<file path="src/pkg/abas_pkg.sv">
`default_nettype none
package abas_pkg;

	// ----------------------------------------------------------------
	// register map (byte addresses)
	// ----------------------------------------------------------------
	localparam logic [7:0] ADDR_CTRL = 8'h00;
	localparam logic [7:0] ADDR_CFG = 8'h04;
	localparam logic [7:0] ADDR_RESULT = 8'h08;
	localparam logic [7:0] ADDR_GT = 8'h0C;
	localparam logic [7:0] ADDR_LT = 8'h10;

	// ----------------------------------------------------------------
	// field layouts
	// ----------------------------------------------------------------
	// control: bit0 busy, 1 done, 2 left justify, 3 burst select,
	// 4 power keep, 6:5 start source, 7 window hit, 8 irq enable
	typedef struct packed {
		logic irqEn;
		logic winFlag;
		logic [1:0] startSrc;
		logic powerKeep;
		logic burstSelect;
		logic leftJustify;
		logic doneFlag;
		logic busy;
	} abas_ctrl_s;

	// config: 1:0 repeat, 3:2 tracking mode, 7:4 track time,
	// 12:8 power-up delay, 15:13 sar clock divider
	typedef struct packed {
		logic [2:0] sarDiv;
		logic [4:0] powerUpDelay;
		logic [3:0] trackTime;
		logic [1:0] trackMode;
		logic [1:0] repeatCount;
	} abas_cfg_s;

	localparam int CTRL_BUSY_BIT = 0;
	localparam abas_ctrl_s CTRL_RST = 9'h000;
	localparam abas_cfg_s CFG_RST = 16'h0004;
	localparam logic [15:0] GT_RST = 16'hFFFF;
	localparam logic [15:0] LT_RST = 16'h0000;
	localparam logic [15:0] RESULT_RST = 16'h0000;

	// ----------------------------------------------------------------
	// encodings
	// ----------------------------------------------------------------
	localparam logic [1:0] SRC_SW = 2'h0;
	localparam logic [1:0] SRC_EXT = 2'h1;
	localparam logic [1:0] SRC_TMR1 = 2'h2;
	localparam logic [1:0] SRC_TMR2 = 2'h3;
	localparam logic [1:0] TM_POST = 2'h1;
	localparam logic [1:0] TM_PRE = 2'h2;
	localparam logic [1:0] TM_DUAL = 2'h3;
	localparam logic [1:0] RPT_1 = 2'h0;
	localparam logic [1:0] RPT_4 = 2'h1;
	localparam logic [1:0] RPT_8 = 2'h2;
	localparam logic [1:0] RPT_16 = 2'h3;

	// ----------------------------------------------------------------
	// timing, in subsystem clock cycles
	// ----------------------------------------------------------------
	localparam int TRACK_EXTRA_CYC = 2;
	localparam int CONV_SAR_CYC = 13;
	localparam int CONV_EXTRA_CYC = 2;
	localparam int PWRUP_UNIT_CYC = 8;

	typedef enum logic [1:0] {ST_IDLE, ST_PWRUP, ST_TRACK, ST_CONV} abas_state_e;

endpackage
`default_nettype wire

</file>
<file path="src/logic/abas_sequencer.sv">
// The APB slave port and the register offsets are this design's own decisions.
`timescale 1ns/1ns
`default_nettype none

// Contract
// - burst runs only with burst select set; else one conversion per start.
// - burst wakes, takes 1/4/8/16 accumulated samples, returns to low power.
// - burst finishes on its own clock regardless of core clock speed; here it runs on clk_sys.
// - burst with power keep clear powers down after each burst.
// - burst with power keep set stays enabled, idling or tracking.
// - start while off in burst powers up and waits delay; else tracks at once, or converts at once with normal-mode pre tracking.
// - in burst one start runs repeat-count back-to-back conversions.
// - in normal mode each conversion needs its own start.
// - done flag set only when repeat-count samples are accumulated.
// - window compare waits for the full accumulation.
// - repeat one gives a 12-bit code, updated each conversion.
// - left justify bit picks 0x0FFF or 0xFFF0 placement.
// - unused result bits read zero.
// - repeat above one writes the sum after the last conversion.
// - series of 4, 8 or 16 samples, full scale 0x3FFC/0x7FF8/0xFFF0.
// - repeat count comes from the config register field.
// - conversion is 13 sar clocks plus 2 subsystem clocks.
// - hardware tracking is track time field plus 2 clocks.
// - subsystem clock is core clock or burst oscillator by burst select; here it is clk_sys in both settings.
// - end of the last conversion of a series sets done and raises enabled interrupt request.
module abas_sequencer import abas_pkg::*; (
	// clock and reset
	input wire logic clk_sys,
	input wire logic arst_n,
	// apb slave
	input wire logic psel,
	input wire logic penable,
	input wire logic pwrite,
	input wire logic [7:0] paddr,
	input wire logic [31:0] pwdata,
	output logic [31:0] prdata,
	output logic pready,
	output logic pslverr,
	// convert start sources
	input wire logic tmr1Ovf,
	input wire logic tmr2Ovf,
	input wire logic externalConvertStart,
	// analog core
	input wire logic [11:0] sarCode,
	output logic adcPowerOn,
	output logic trackEn,
	output logic sarRun,
	output logic doneIrq
);

	// ----------------------------------------------------------------
	// helpers
	// ----------------------------------------------------------------
	function automatic logic [4:0] rptSamples(input logic [1:0] code);
		case (code)
			RPT_4: rptSamples = 5'h04;
			RPT_8: rptSamples = 5'h08;
			RPT_16: rptSamples = 5'h10;
			default: rptSamples = 5'h01;
		endcase
	endfunction

	function automatic logic [7:0] convCycles(input logic [2:0] div);
		convCycles = 8'(CONV_SAR_CYC * (int'(div) + 1) + CONV_EXTRA_CYC);
	endfunction

	// ----------------------------------------------------------------
	// state
	// ----------------------------------------------------------------
	abas_ctrl_s ctrl_q, ctrl_d;
	abas_cfg_s cfg_q;
	abas_state_e state_q, state_d;
	logic [15:0] gt_q, lt_q, result_q, result_d;
	logic [15:0] acc_q, acc_d;
	logic [4:0] nSamp_q, nSamp_d;
	logic [7:0] cnt_q, cnt_d;
	logic pwrOn_q, pwrOn_d;
	logic [31:0] prdata_q;
	logic pready_q, pslverr_q, trackEn_q, sarRun_q, doneIrq_q;
	logic extSync1_q, extSync2_q, extPrev_q;

	// ----------------------------------------------------------------
	// apb decode
	// ----------------------------------------------------------------
	wire apbAcc = psel & penable & ~pready_q;
	wire apbDone = psel & penable & pready_q;
	wire wrDone = apbDone & pwrite;
	wire hitCtrl = paddr == ADDR_CTRL;
	wire hitCfg = paddr == ADDR_CFG;
	wire hitRes = paddr == ADDR_RESULT;
	wire hitGt = paddr == ADDR_GT;
	wire hitLt = paddr == ADDR_LT;
	wire mapped = hitCtrl | hitCfg | hitRes | hitGt | hitLt;
	wire wrCtrl = wrDone & hitCtrl;
	wire idle = state_q == ST_IDLE;
	wire [31:0] rdMux = hitCtrl ? {23'h0, ctrl_q[8:1], ~idle} :
		hitCfg ? {16'h0, cfg_q} :
		hitRes ? {16'h0, result_q} :
		hitGt ? {16'h0, gt_q} :
		hitLt ? {16'h0, lt_q} : 32'h0;

	// ----------------------------------------------------------------
	// convert start selection
	// ----------------------------------------------------------------
	// pin is asynchronous: two flops before the edge detector
	wire extRise = extSync2_q & ~extPrev_q;
	wire swStart = wrCtrl & pwdata[CTRL_BUSY_BIT];
	wire startReq = ctrl_q.startSrc == SRC_SW ? swStart :
		ctrl_q.startSrc == SRC_EXT ? extRise :
		ctrl_q.startSrc == SRC_TMR1 ? tmr1Ovf : tmr2Ovf;
	// subsystem clock is clk_sys in both settings: one domain only
	wire burst = ctrl_q.burstSelect;
	// normal mode needs the converter enabled; starts while running drop
	wire startTake = startReq & idle & (burst | ctrl_q.powerKeep);
	wire preTrack = ~burst & (cfg_q.trackMode == TM_PRE);
	wire convEnd = (state_q == ST_CONV) & (cnt_q == 8'h00);
	wire [4:0] nextCount = 5'(nSamp_q + 5'h01);
	wire seriesDone = convEnd & (nextCount == rptSamples(cfg_q.repeatCount));
	wire [15:0] sampleSum = 16'(acc_q + {4'h0, sarCode});
	wire single = cfg_q.repeatCount == RPT_1;
	wire [15:0] fmtCode = ctrl_q.leftJustify ? {sarCode, 4'h0} :
		{4'h0, sarCode};
	// accumulated sums are always right justified
	wire [15:0] newResult = single ? fmtCode : sampleSum;
	wire winHit = (newResult > gt_q) & (newResult < lt_q);
	wire [7:0] trackLoad = 8'({4'h0, cfg_q.trackTime} + 8'(TRACK_EXTRA_CYC - 1));
	wire [7:0] pwrLoad = 8'(({3'h0, cfg_q.powerUpDelay} + 8'h01) * 8'(PWRUP_UNIT_CYC) - 8'h01);
	wire [7:0] convLoad = 8'(convCycles(cfg_q.sarDiv) - 8'h01);

	// ----------------------------------------------------------------
	// sequencer
	// ----------------------------------------------------------------
	always_comb begin
		state_d = state_q;
		cnt_d = (cnt_q == 8'h00) ? 8'h00 : 8'(cnt_q - 8'h01);
		pwrOn_d = burst ? pwrOn_q | ctrl_q.powerKeep : ctrl_q.powerKeep;
		acc_d = acc_q;
		nSamp_d = nSamp_q;
		result_d = result_q;
		case (state_q)
			ST_IDLE: begin
				if (startTake && burst && !pwrOn_q) begin
					state_d = ST_PWRUP;
					cnt_d = pwrLoad;
					pwrOn_d = 1'b1;
				end else if (startTake && preTrack) begin
					state_d = ST_CONV;
					cnt_d = convLoad;
				end else if (startTake) begin
					state_d = ST_TRACK;
					cnt_d = trackLoad;
				end
			end
			ST_PWRUP: begin
				if (cnt_q == 8'h00) begin
					state_d = ST_TRACK;
					cnt_d = trackLoad;
				end
			end
			ST_TRACK: begin
				if (cnt_q == 8'h00) begin
					state_d = ST_CONV;
					cnt_d = convLoad;
				end
			end
			ST_CONV: begin
				if (cnt_q == 8'h00) begin
					acc_d = seriesDone ? 16'h0000 : sampleSum;
					nSamp_d = seriesDone ? 5'h00 : nextCount;
					if (seriesDone) begin
						result_d = newResult;
					end
					if (burst && !seriesDone) begin
						state_d = ST_TRACK;
						cnt_d = trackLoad;
					end else begin
						state_d = ST_IDLE;
					end
					if (burst && seriesDone && !ctrl_q.powerKeep) begin
						pwrOn_d = 1'b0;
					end
				end
			end
			default: begin
				state_d = ST_IDLE;
			end
		endcase
	end

	// ----------------------------------------------------------------
	// control register: hardware set wins over software clear
	// ----------------------------------------------------------------
	always_comb begin
		ctrl_d = ctrl_q;
		if (wrCtrl) begin
			ctrl_d = abas_ctrl_s'(pwdata[8:0]);
			ctrl_d.doneFlag = ctrl_q.doneFlag & pwdata[1];
			ctrl_d.winFlag = ctrl_q.winFlag & pwdata[7];
		end
		ctrl_d.busy = 1'b0;
		if (seriesDone) begin
			ctrl_d.doneFlag = 1'b1;
		end
		if (seriesDone && winHit) begin
			ctrl_d.winFlag = 1'b1;
		end
	end

	always_ff @(posedge clk_sys or negedge arst_n) begin
		if (!arst_n) begin
			state_q <= ST_IDLE;
			cnt_q <= 8'h00;
			pwrOn_q <= 1'b0;
			acc_q <= 16'h0000;
			nSamp_q <= 5'h00;
			result_q <= RESULT_RST;
			ctrl_q <= CTRL_RST;
		end else begin
			state_q <= state_d;
			cnt_q <= cnt_d;
			pwrOn_q <= pwrOn_d;
			acc_q <= acc_d;
			nSamp_q <= nSamp_d;
			result_q <= result_d;
			ctrl_q <= ctrl_d;
		end
	end

	always_ff @(posedge clk_sys or negedge arst_n) begin
		if (!arst_n) begin
			cfg_q <= CFG_RST;
			gt_q <= GT_RST;
			lt_q <= LT_RST;
		end else begin
			if (wrDone && hitCfg) cfg_q <= abas_cfg_s'(pwdata[15:0]);
			if (wrDone && hitGt) gt_q <= pwdata[15:0];
			if (wrDone && hitLt) lt_q <= pwdata[15:0];
		end
	end

	// ----------------------------------------------------------------
	// bus answer, pin synchroniser and analog controls
	// ----------------------------------------------------------------
	always_ff @(posedge clk_sys or negedge arst_n) begin
		if (!arst_n) begin
			prdata_q <= 32'h0;
			pready_q <= 1'b0;
			pslverr_q <= 1'b0;
			extSync1_q <= 1'b0;
			extSync2_q <= 1'b0;
			extPrev_q <= 1'b0;
			trackEn_q <= 1'b0;
			sarRun_q <= 1'b0;
			doneIrq_q <= 1'b0;
		end else begin
			prdata_q <= (apbAcc && !pwrite) ? rdMux : 32'h0;
			pready_q <= apbAcc;
			pslverr_q <= apbAcc & ~mapped;
			extSync1_q <= externalConvertStart;
			extSync2_q <= extSync1_q;
			extPrev_q <= extSync2_q;
			// dual and pre tracking keep the input connected when idle
			trackEn_q <= state_d == ST_TRACK || (state_d == ST_PWRUP
				&& cfg_q.trackMode == TM_DUAL) || (state_d == ST_IDLE
				&& pwrOn_d && cfg_q.trackMode[1]);
			sarRun_q <= state_d == ST_CONV;
			doneIrq_q <= ctrl_d.doneFlag & ctrl_d.irqEn;
		end
	end

	assign prdata = prdata_q;
	assign pready = pready_q;
	assign pslverr = pslverr_q;
	assign adcPowerOn = pwrOn_q;
	assign trackEn = trackEn_q;
	assign sarRun = sarRun_q;
	assign doneIrq = doneIrq_q;

	// ----------------------------------------------------------------
	// checks
	// ----------------------------------------------------------------
	logic [7:0] trkLen_q, cnvLen_q;
	always_ff @(posedge clk_sys or negedge arst_n) begin
		if (!arst_n) begin
			trkLen_q <= 8'h00;
			cnvLen_q <= 8'h00;
		end else begin
			trkLen_q <= state_q == ST_TRACK ? 8'(trkLen_q + 8'h01) : 8'h00;
			cnvLen_q <= state_q == ST_CONV ? 8'(cnvLen_q + 8'h01) : 8'h00;
		end
	end
endmodule // abas_sequencer
`default_nettype wire

</file>
<file path="config.mk">
export PLATFORM = sky130hd
export DESIGN_NAME = abas_sequencer
export DESIGN_NICKNAME = d
export VERILOG_FILES = /design/src/pkg/abas_pkg.sv /design/src/logic/abas_sequencer.sv
export SDC_FILE = /design/constraint.sdc
export NUM_CORES = 1
export LEC_CHECK = 0
export BUFFER_PORTS_ARGS = -buffer_cell sky130_fd_sc_hd__buf_2
export CAP_MARGIN = 25
export CORE_ASPECT_RATIO = 0.8
export CORE_MARGIN = 1
export CORE_UTILIZATION = 32
export CTS_CLUSTER_SIZE = 20
export DETAILED_ROUTE_END_ITERATION = 16
export SLEW_MARGIN = 0
export SYNTH_ARGS = -nofsm -noshare
export SYNTH_HDL_FRONTEND = slang
export SYNTH_SLANG_ARGS = --single-unit
</file>
<file path="constraint.sdc">
create_clock -name clk_sys -period 4.05 [get_ports clk_sys]
set_clock_uncertainty 0.15 [all_clocks]
set_input_delay 0.81 -clock clk_sys [delete_from_list [all_inputs] [get_ports clk_sys]]
set_output_delay 0.81 -clock clk_sys [all_outputs]
set_load 0.03 [all_outputs]
</file>
==> impl_metrics.json, run 1 <==
{
  "outcome": "finished clean",
  "coreArea_um2": 25500,
  "drv_cap": 0,
  "die-area_um2": 26800,
  "period_share_pct": 96.9,
  "ys_seq_elements": 128,
  "layout_setup_ws_ns": 0.125,
  "start_util_pct": 32.8,
  "final_cell_mix": "nand2_1, dfrtp_1, o21ai_0, buf_4, ha_1",
  "wl_um": 23100,
  "peakVddDrop_mv": 0.288,
  "cts_hold_buf": 0,
  "antenna_found_initial": 0,
  "wl_met1_um": 11500,
  "final_common_cell": "nand2_1",
  "io_buffers": 65,
  "worst_pin_slew_ns": 0.891,
  "syn_inst": 907,
  "maxSlewHeadroom_pct": 40.6,
  "cts_buffers": 17,
  "syn_area_per_cell_um2": 9.22,
  "p_per_area_nw_per_um2": 311,
  "syn-cell-area_um2": 8360,
  "gp_congestion": 0.877,
  "register_area_um2": 3220,
  "min_period_ns": 3.92,
  "worstPathArrival_ns": 4.07,
  "root_buffer": "clkbuf_16",
  "cts_sinks": 128,
  "crit_fanout": 3,
  "leakagePower_uw": 0.00500,
  "drt_iter0_markers": 515,
  "tritoncts": "yes",
  "path_class": "primary input to flop",
  "synth_ff_type": "dfrtp_1",
  "clk_pin_slew_ns": 0.06,
  "htreeDepth": 4,
  "async_reset_ff_share_pct": 100,
  "cts_buffer_depth": 2,
  "fmax_mhz": 255,
  "vias_per_cell": 5.14,
  "hp-class": "flop to flop",
  "nFillCells": 2607,
  "synthToLayoutAreaGrowth_pct": 20.6,
  "yosys_warnings": 0,
  "num_io_pins": 98,
  "ant_nets": 0,
  "worstSetupEndpointType": "flop",
  "vias": 7092,
  "drive_gt1_share_pct": 25.7,
  "fin_nets": 1142,
  "seq_area_frac_synth_pct": 38.6,
  "die_y_um": 147,
  "r2r_start": "acc_q[1]",
  "pre_cts_ws_ns": -0.536,
  "drt-pass1-iter-count": 7,
  "diodes": 0,
  "synth-edff-count": 0,
  "grt_pass1_wl_um": 37400,
  "dr_wl_met3_um": 1420,
  "grt_usage_pct": 18.0,
  "multiInputGateArea_um2": 4730,
  "die_x_um": 183,
  "dp_hpwl_um": 17200,
  "required_ns": 4.19,
  "clk_latency_ns": 0.42,
  "min_from": "extSync1_q",
  "wl_met2_um": 10000,
  "drt-wirelength-per-cell_um": 16.7,
  "finalSetupViolations": 0,
  "drv_slew": 0,
  "synthDistinctLibCells": 72,
  "drc_errors": 0,
  "grt_max_degree": 88,
  "top_layer_used": "met4",
  "fp-row-count": 52,
  "tns_ns": 0,
  "startpoint_type": "primary input",
  "grt_pass1_vias": 6786,
  "grt-ovfl-total": 0,
  "hold_viol": 0,
  "critPathLaunch": "sarCode[1]"
}
[through the flow]
step	area [um^2]	hold slack [ns]	instances	utilization, %	total power [uW]
final	10100	0.201	1380	39.6	3130
after global routing	10100	0.223	1380	39.6	3260
after CTS	10000	0.202	1378	39.3	3160
after detailed placement	9400	0.187	1345	36.9	1570
after global placement	9400	0.187	1345	36.9	1570
after floorplan	8420	0.181	922	-	1450
[cell usage after synthesis (7+ instances only)]
library cell,count,area (um^2)
a21oi_1,59,295
xor2_1,12,105
nor2_1,42,158
buf_4,17,128
a31oi_1,8,50.1
mux2_2,54,608
o21ai_0,87,435
nor3_1,10,50.1
xnor2_1,14,123
mux2i_1,8,80.1
nand2_1,116,435
clkbuf_1,35,131
or3_1,7,43.8
dfstp_2,17,447
buf_2,8,40.0
a21o_1,19,143
nand3_1,13,65.1
ha_1,65,813
o31ai_1,9,67.6
inv_1,55,206
a222oi_1,14,140
dfrtp_1,111,2780
and3_1,10,62.6
a211oi_1,8,60.1
nand4_1,10,62.6
[flip-flops by register name, indices dropped and copies added, names as in the netlist]
name	flops
lt_q	16
ctrl_q	7
extSync2_q	1
sarRun	1
nSamp_q	5
extPrev_q	1
pready	1
prdata	16
pslverr	1
state_q	2
burst	1
cfg_q	16
trackEn	1
cnt_q	8
extSync1_q	1
acc_q	16
doneIrq	1
gt_q	16
adcPowerOn	1
result_q	16
[critical path: stages]
cell and delay [ns]:
buf_2 0.13, ha_1 0.29, a21o_1 0.16, a21o_1 0.21
a211oi_1 0.27, o21bai_1 0.16, a21oi_2 0.15, xor2_1 0.24
a21oi_2 0.11, ha_1 0.33, a21o_1 0.19, a21o_1 0.17
a21oi_1 0.14, nor2_1 0.07, a2111oi_2 0.28, nor2_1 0.11
a211oi_2 0.16, o21ai_0 0.11
[timing repair]
action | CTS | global route
setup buffers | 1 | 2
gates resized for setup | 6 | 15
pin swaps | 1 | 9
endpoints found under the setup margin | 1 | 1
[where the power goes]
part / leakage, uW / internal [uW] / switching (uW)
combinational: 0.00318 / 105 / 160
clock: 0.000285 / 925 / 655
sequential: 0.00153 / 1290 / 3.89
[area by class of cell]
cell class,count,share of cell area [%]
multi-input combinational,677,46.9
sequential,128,32.0
timing repair buffer,137,8.77
tap,351,4.35
clock buffer,17,4.22
inverter,55,2.05
clock inverter,15,1.74
[per-layer routing]
layer | track usage (%) | up-vias
met5 | 0 | -
met4 | 4.33 | 0
met3 | 3.62 | 10
met2 | 26.0 | 215
met1 | 27.2 | 3405
li1 | - | 3462
[final timing paths]
check	endpoint	depth (start not counted)	slack [ns]
worst max-delay path	ctrl_q[7]	18	0.13
worst min-delay path	extSync2_q	0	0.20
worst max register to register	ctrl_q[7]	17	0.26
worst min register to register	extSync2_q	0	0.20
max in group asynchronous	gt_q[6]	2	2.66
min in group asynchronous	nSamp_q[4]	1	0.28
[kinds of logic (layout without fill, tap and decap cells)]
| group | Yosys count | in the layout | synth area share, % |
|---|---|---|---|
| flops | 128 | 128 | 38.6 |
| other cells | 1 | 16 | 0.0448 |
| buf+inv | 117 | 224 | 6.24 |
| xor+xnor | 27 | 27 | 2.99 |
| compound gates | 258 | 258 | 19.9 |
| simple gates | 248 | 248 | 14.0 |
| fa+ha+maj | 66 | 66 | 9.97 |
| mux | 62 | 62 | 8.23 |
Power figures use the tool's default switching activity.
==> inputs of run 2 (changes only) <==
--- a/config.mk
+++ b/config.mk
@@ -9,7 +9,7 @@
 export CAP_MARGIN = 25
 export CORE_ASPECT_RATIO = 0.8
 export CORE_MARGIN = 1
-export CORE_UTILIZATION = 32
+export CORE_UTILIZATION = 29
 export CTS_CLUSTER_SIZE = 20
 export DETAILED_ROUTE_END_ITERATION = 16
 export SLEW_MARGIN = 0
==> run 2 against run 1 <==
  * Critical path depth fell by 1
  * Cell area fell by 0.32%
  * First-iteration DRC count decreased by 0.58%
  * Total power shrank 3.2%
  * Sequential share of layout area rose by 0.10 points
  * Register-to-register slack improved by 0.08 ns
  * Cell count grew 1.2%
  * Flip-flop and latch count did not move
  * Largest power group unchanged
  * Core utilization fell by 4.0 points
  * Sequential power hardly changed
  * Wire length rose by 0.67%
  * Highest routed layer unchanged
  * Combinational power fell by 2%
==> impl_metrics.json, run 2 (synthesized netlist as in run 1, its figures left out) <==
{
  "fin_nets": 1140,
  "start_util_pct": 29.6,
  "min_period_ns": 3.82,
  "crit_fanout": 3,
  "final_cell_mix": "nand2_1, dfrtp_1, o21ai_0, buf_4, ha_1",
  "finalSetupViolations": 0,
  "coreArea_um2": 28300,
  "cts_buffers": 17,
  "grt_usage_pct": 16.3,
  "vias": 7087,
  "slowest_delay_ns": 0.32,
  "startpoint_type": "primary input",
  "cts_buffer_depth": 2,
  "diodes": 0,
  "wl_um": 23300,
  "leakagePower_uw": 0.00497,
  "peakVddDrop_mv": 0.283,
  "critPathLaunch": "sarCode[1]",
  "drv_slew": 0,
  "num_io_pins": 98,
  "clk_pin_slew_ns": 0.06,
  "grt_max_degree": 72,
  "htreeDepth": 4,
  "path_buf_inv": 2,
  "synthToLayoutAreaGrowth_pct": 20.3,
  "grt_pass1_wl_um": 37200,
  "crit_path_top_delay_cell": "a311o_1",
  "vias_per_cell": 5.07,
  "worstPathArrival_ns": 4.03,
  "drv_cap": 0,
  "maxSlewHeadroom_pct": 52.7,
  "final_common_cell": "nand2_1",
  "period_share_pct": 94.3,
  "tritoncts": "yes",
  "p_per_area_nw_per_um2": 302,
  "crit_chain": "buf_2 -> ha_1 -> a21o_1 -> a21o_1 -> a211oi_2 -> o21bai_1 -> a21oi_1 -> xor2_1 -> a21oi_1 -> buf_4 -> ha_1 -> a21o_1 -> a21o_1 -> a21oi_2 -> o2111ai_1 -> a311o_1 -> o21ai_1",
  "worstSetupEndpointType": "flop",
  "post_dp_cell_area_um2": 9450,
  "required_ns": 4.26,
  "cts_sinks": 128,
  "fmax_mhz": 262,
  "gp_congestion": 0.886,
  "antenna_found_initial": 0,
  "r2r_start": "acc_q[1]",
  "hold_viol": 0,
  "drt-pass1-iter-count": 6,
  "critical_path.most_common_cell": "a21o_1",
  "worst_hold_slack_ns": 0.198,
  "die_x_um": 192,
  "grt-ovfl-total": 0,
  "worst-r2r-cell-count": 16,
  "worstReg2RegEnd": "ctrl_q[7]",
  "clk_latency_ns": 0.43,
  "outcome": "finished clean",
  "die_y_um": 154,
  "drt_iter0_markers": 512,
  "grt_pass1_vias": 6812,
  "r2r_slack_ns": 0.34,
  "hp-class": "primary input to async pin",
  "design_area_um2": 10100,
  "path_class": "primary input to flop",
  "worst_pin_slew_ns": 0.702,
  "path_delay_family": "compound AO/OA/AOI/OAI gates",
  "die-area_um2": 29500,
  "drive_gt1_share_pct": 25.0,
  "drc_errors": 0,
  "cp.depth": 17,
  "ant_nets": 0,
  "drt-wirelength-per-cell_um": 16.7,
  "dp_hpwl_um": 17500,
  "fp-row-count": 55,
  "root_buffer": "clkbuf_16",
  "io_buffers": 65
}
-- run 2: timing repair --
action | CTS | global route
pin swaps | 0 | 6
setup buffers | 0 | 0
resized for setup | 2 | 17
hold endpoints to repair | 0 | 0
hold buffers | 0 | 0
setup endpoints to repair | 1 | 1
-- run 2: area by class of cell --
type                    instances  area [um^2]
clock buffers                  23          478
clock inverters                 9         85.1
flip-flops and latches        128         3220
repair buffers                135          882
multi-input cells             677         4720
fillers                      2859        18200
inverters                      55          206
well taps                     370          463
-- run 2: how the worst max path moves through the flow --
stage	slack, ns	end
2_1_floorplan	0.05	ctrl_q[7]
3_3_place_gp	-0.47	ctrl_q[7]
3_5_place_dp	-0.56	ctrl_q[7]
4_1_cts	0.003	ctrl_q[7]
5_1_grt	-0.01	ctrl_q[7]
6_report	0.23	ctrl_q[7]
-- run 2: where the power goes --
part,total (uW),switching [uW],internal [uW]
Clock,1490,595,890
Combinational,260,158,103
Sequential,1290,3.89,1290
Total,3040,756,2280
-- run 2: layer usage --
layer	global-route usage (%)	part of all wire [%]	up-vias
met4	4.50	1.3	0
li1	-	-	3449
met3	3.54	6.1	23
met2	23.8	44	209
met5	0	0	-
met1	23.8	49	3406
-- run 2: metrics by stage --
stage | std cells | TNS (ns) | setup slack [ns] | total power [uW] | utilization, %
final | 1397 | 0 | 0.233 | 3040 | 35.6
after global routing | 1397 | -0.0128 | -0.0128 | 3150 | 35.6
after CTS | 1397 | 0 | 0.00321 | 3070 | 35.4
after detailed placement | 1365 | -0.558 | -0.558 | 1570 | 33.4
after global placement | 1365 | -0.466 | -0.466 | 1570 | 33.4
after floorplan | 922 | 0 | 0.0454 | 1450 | -
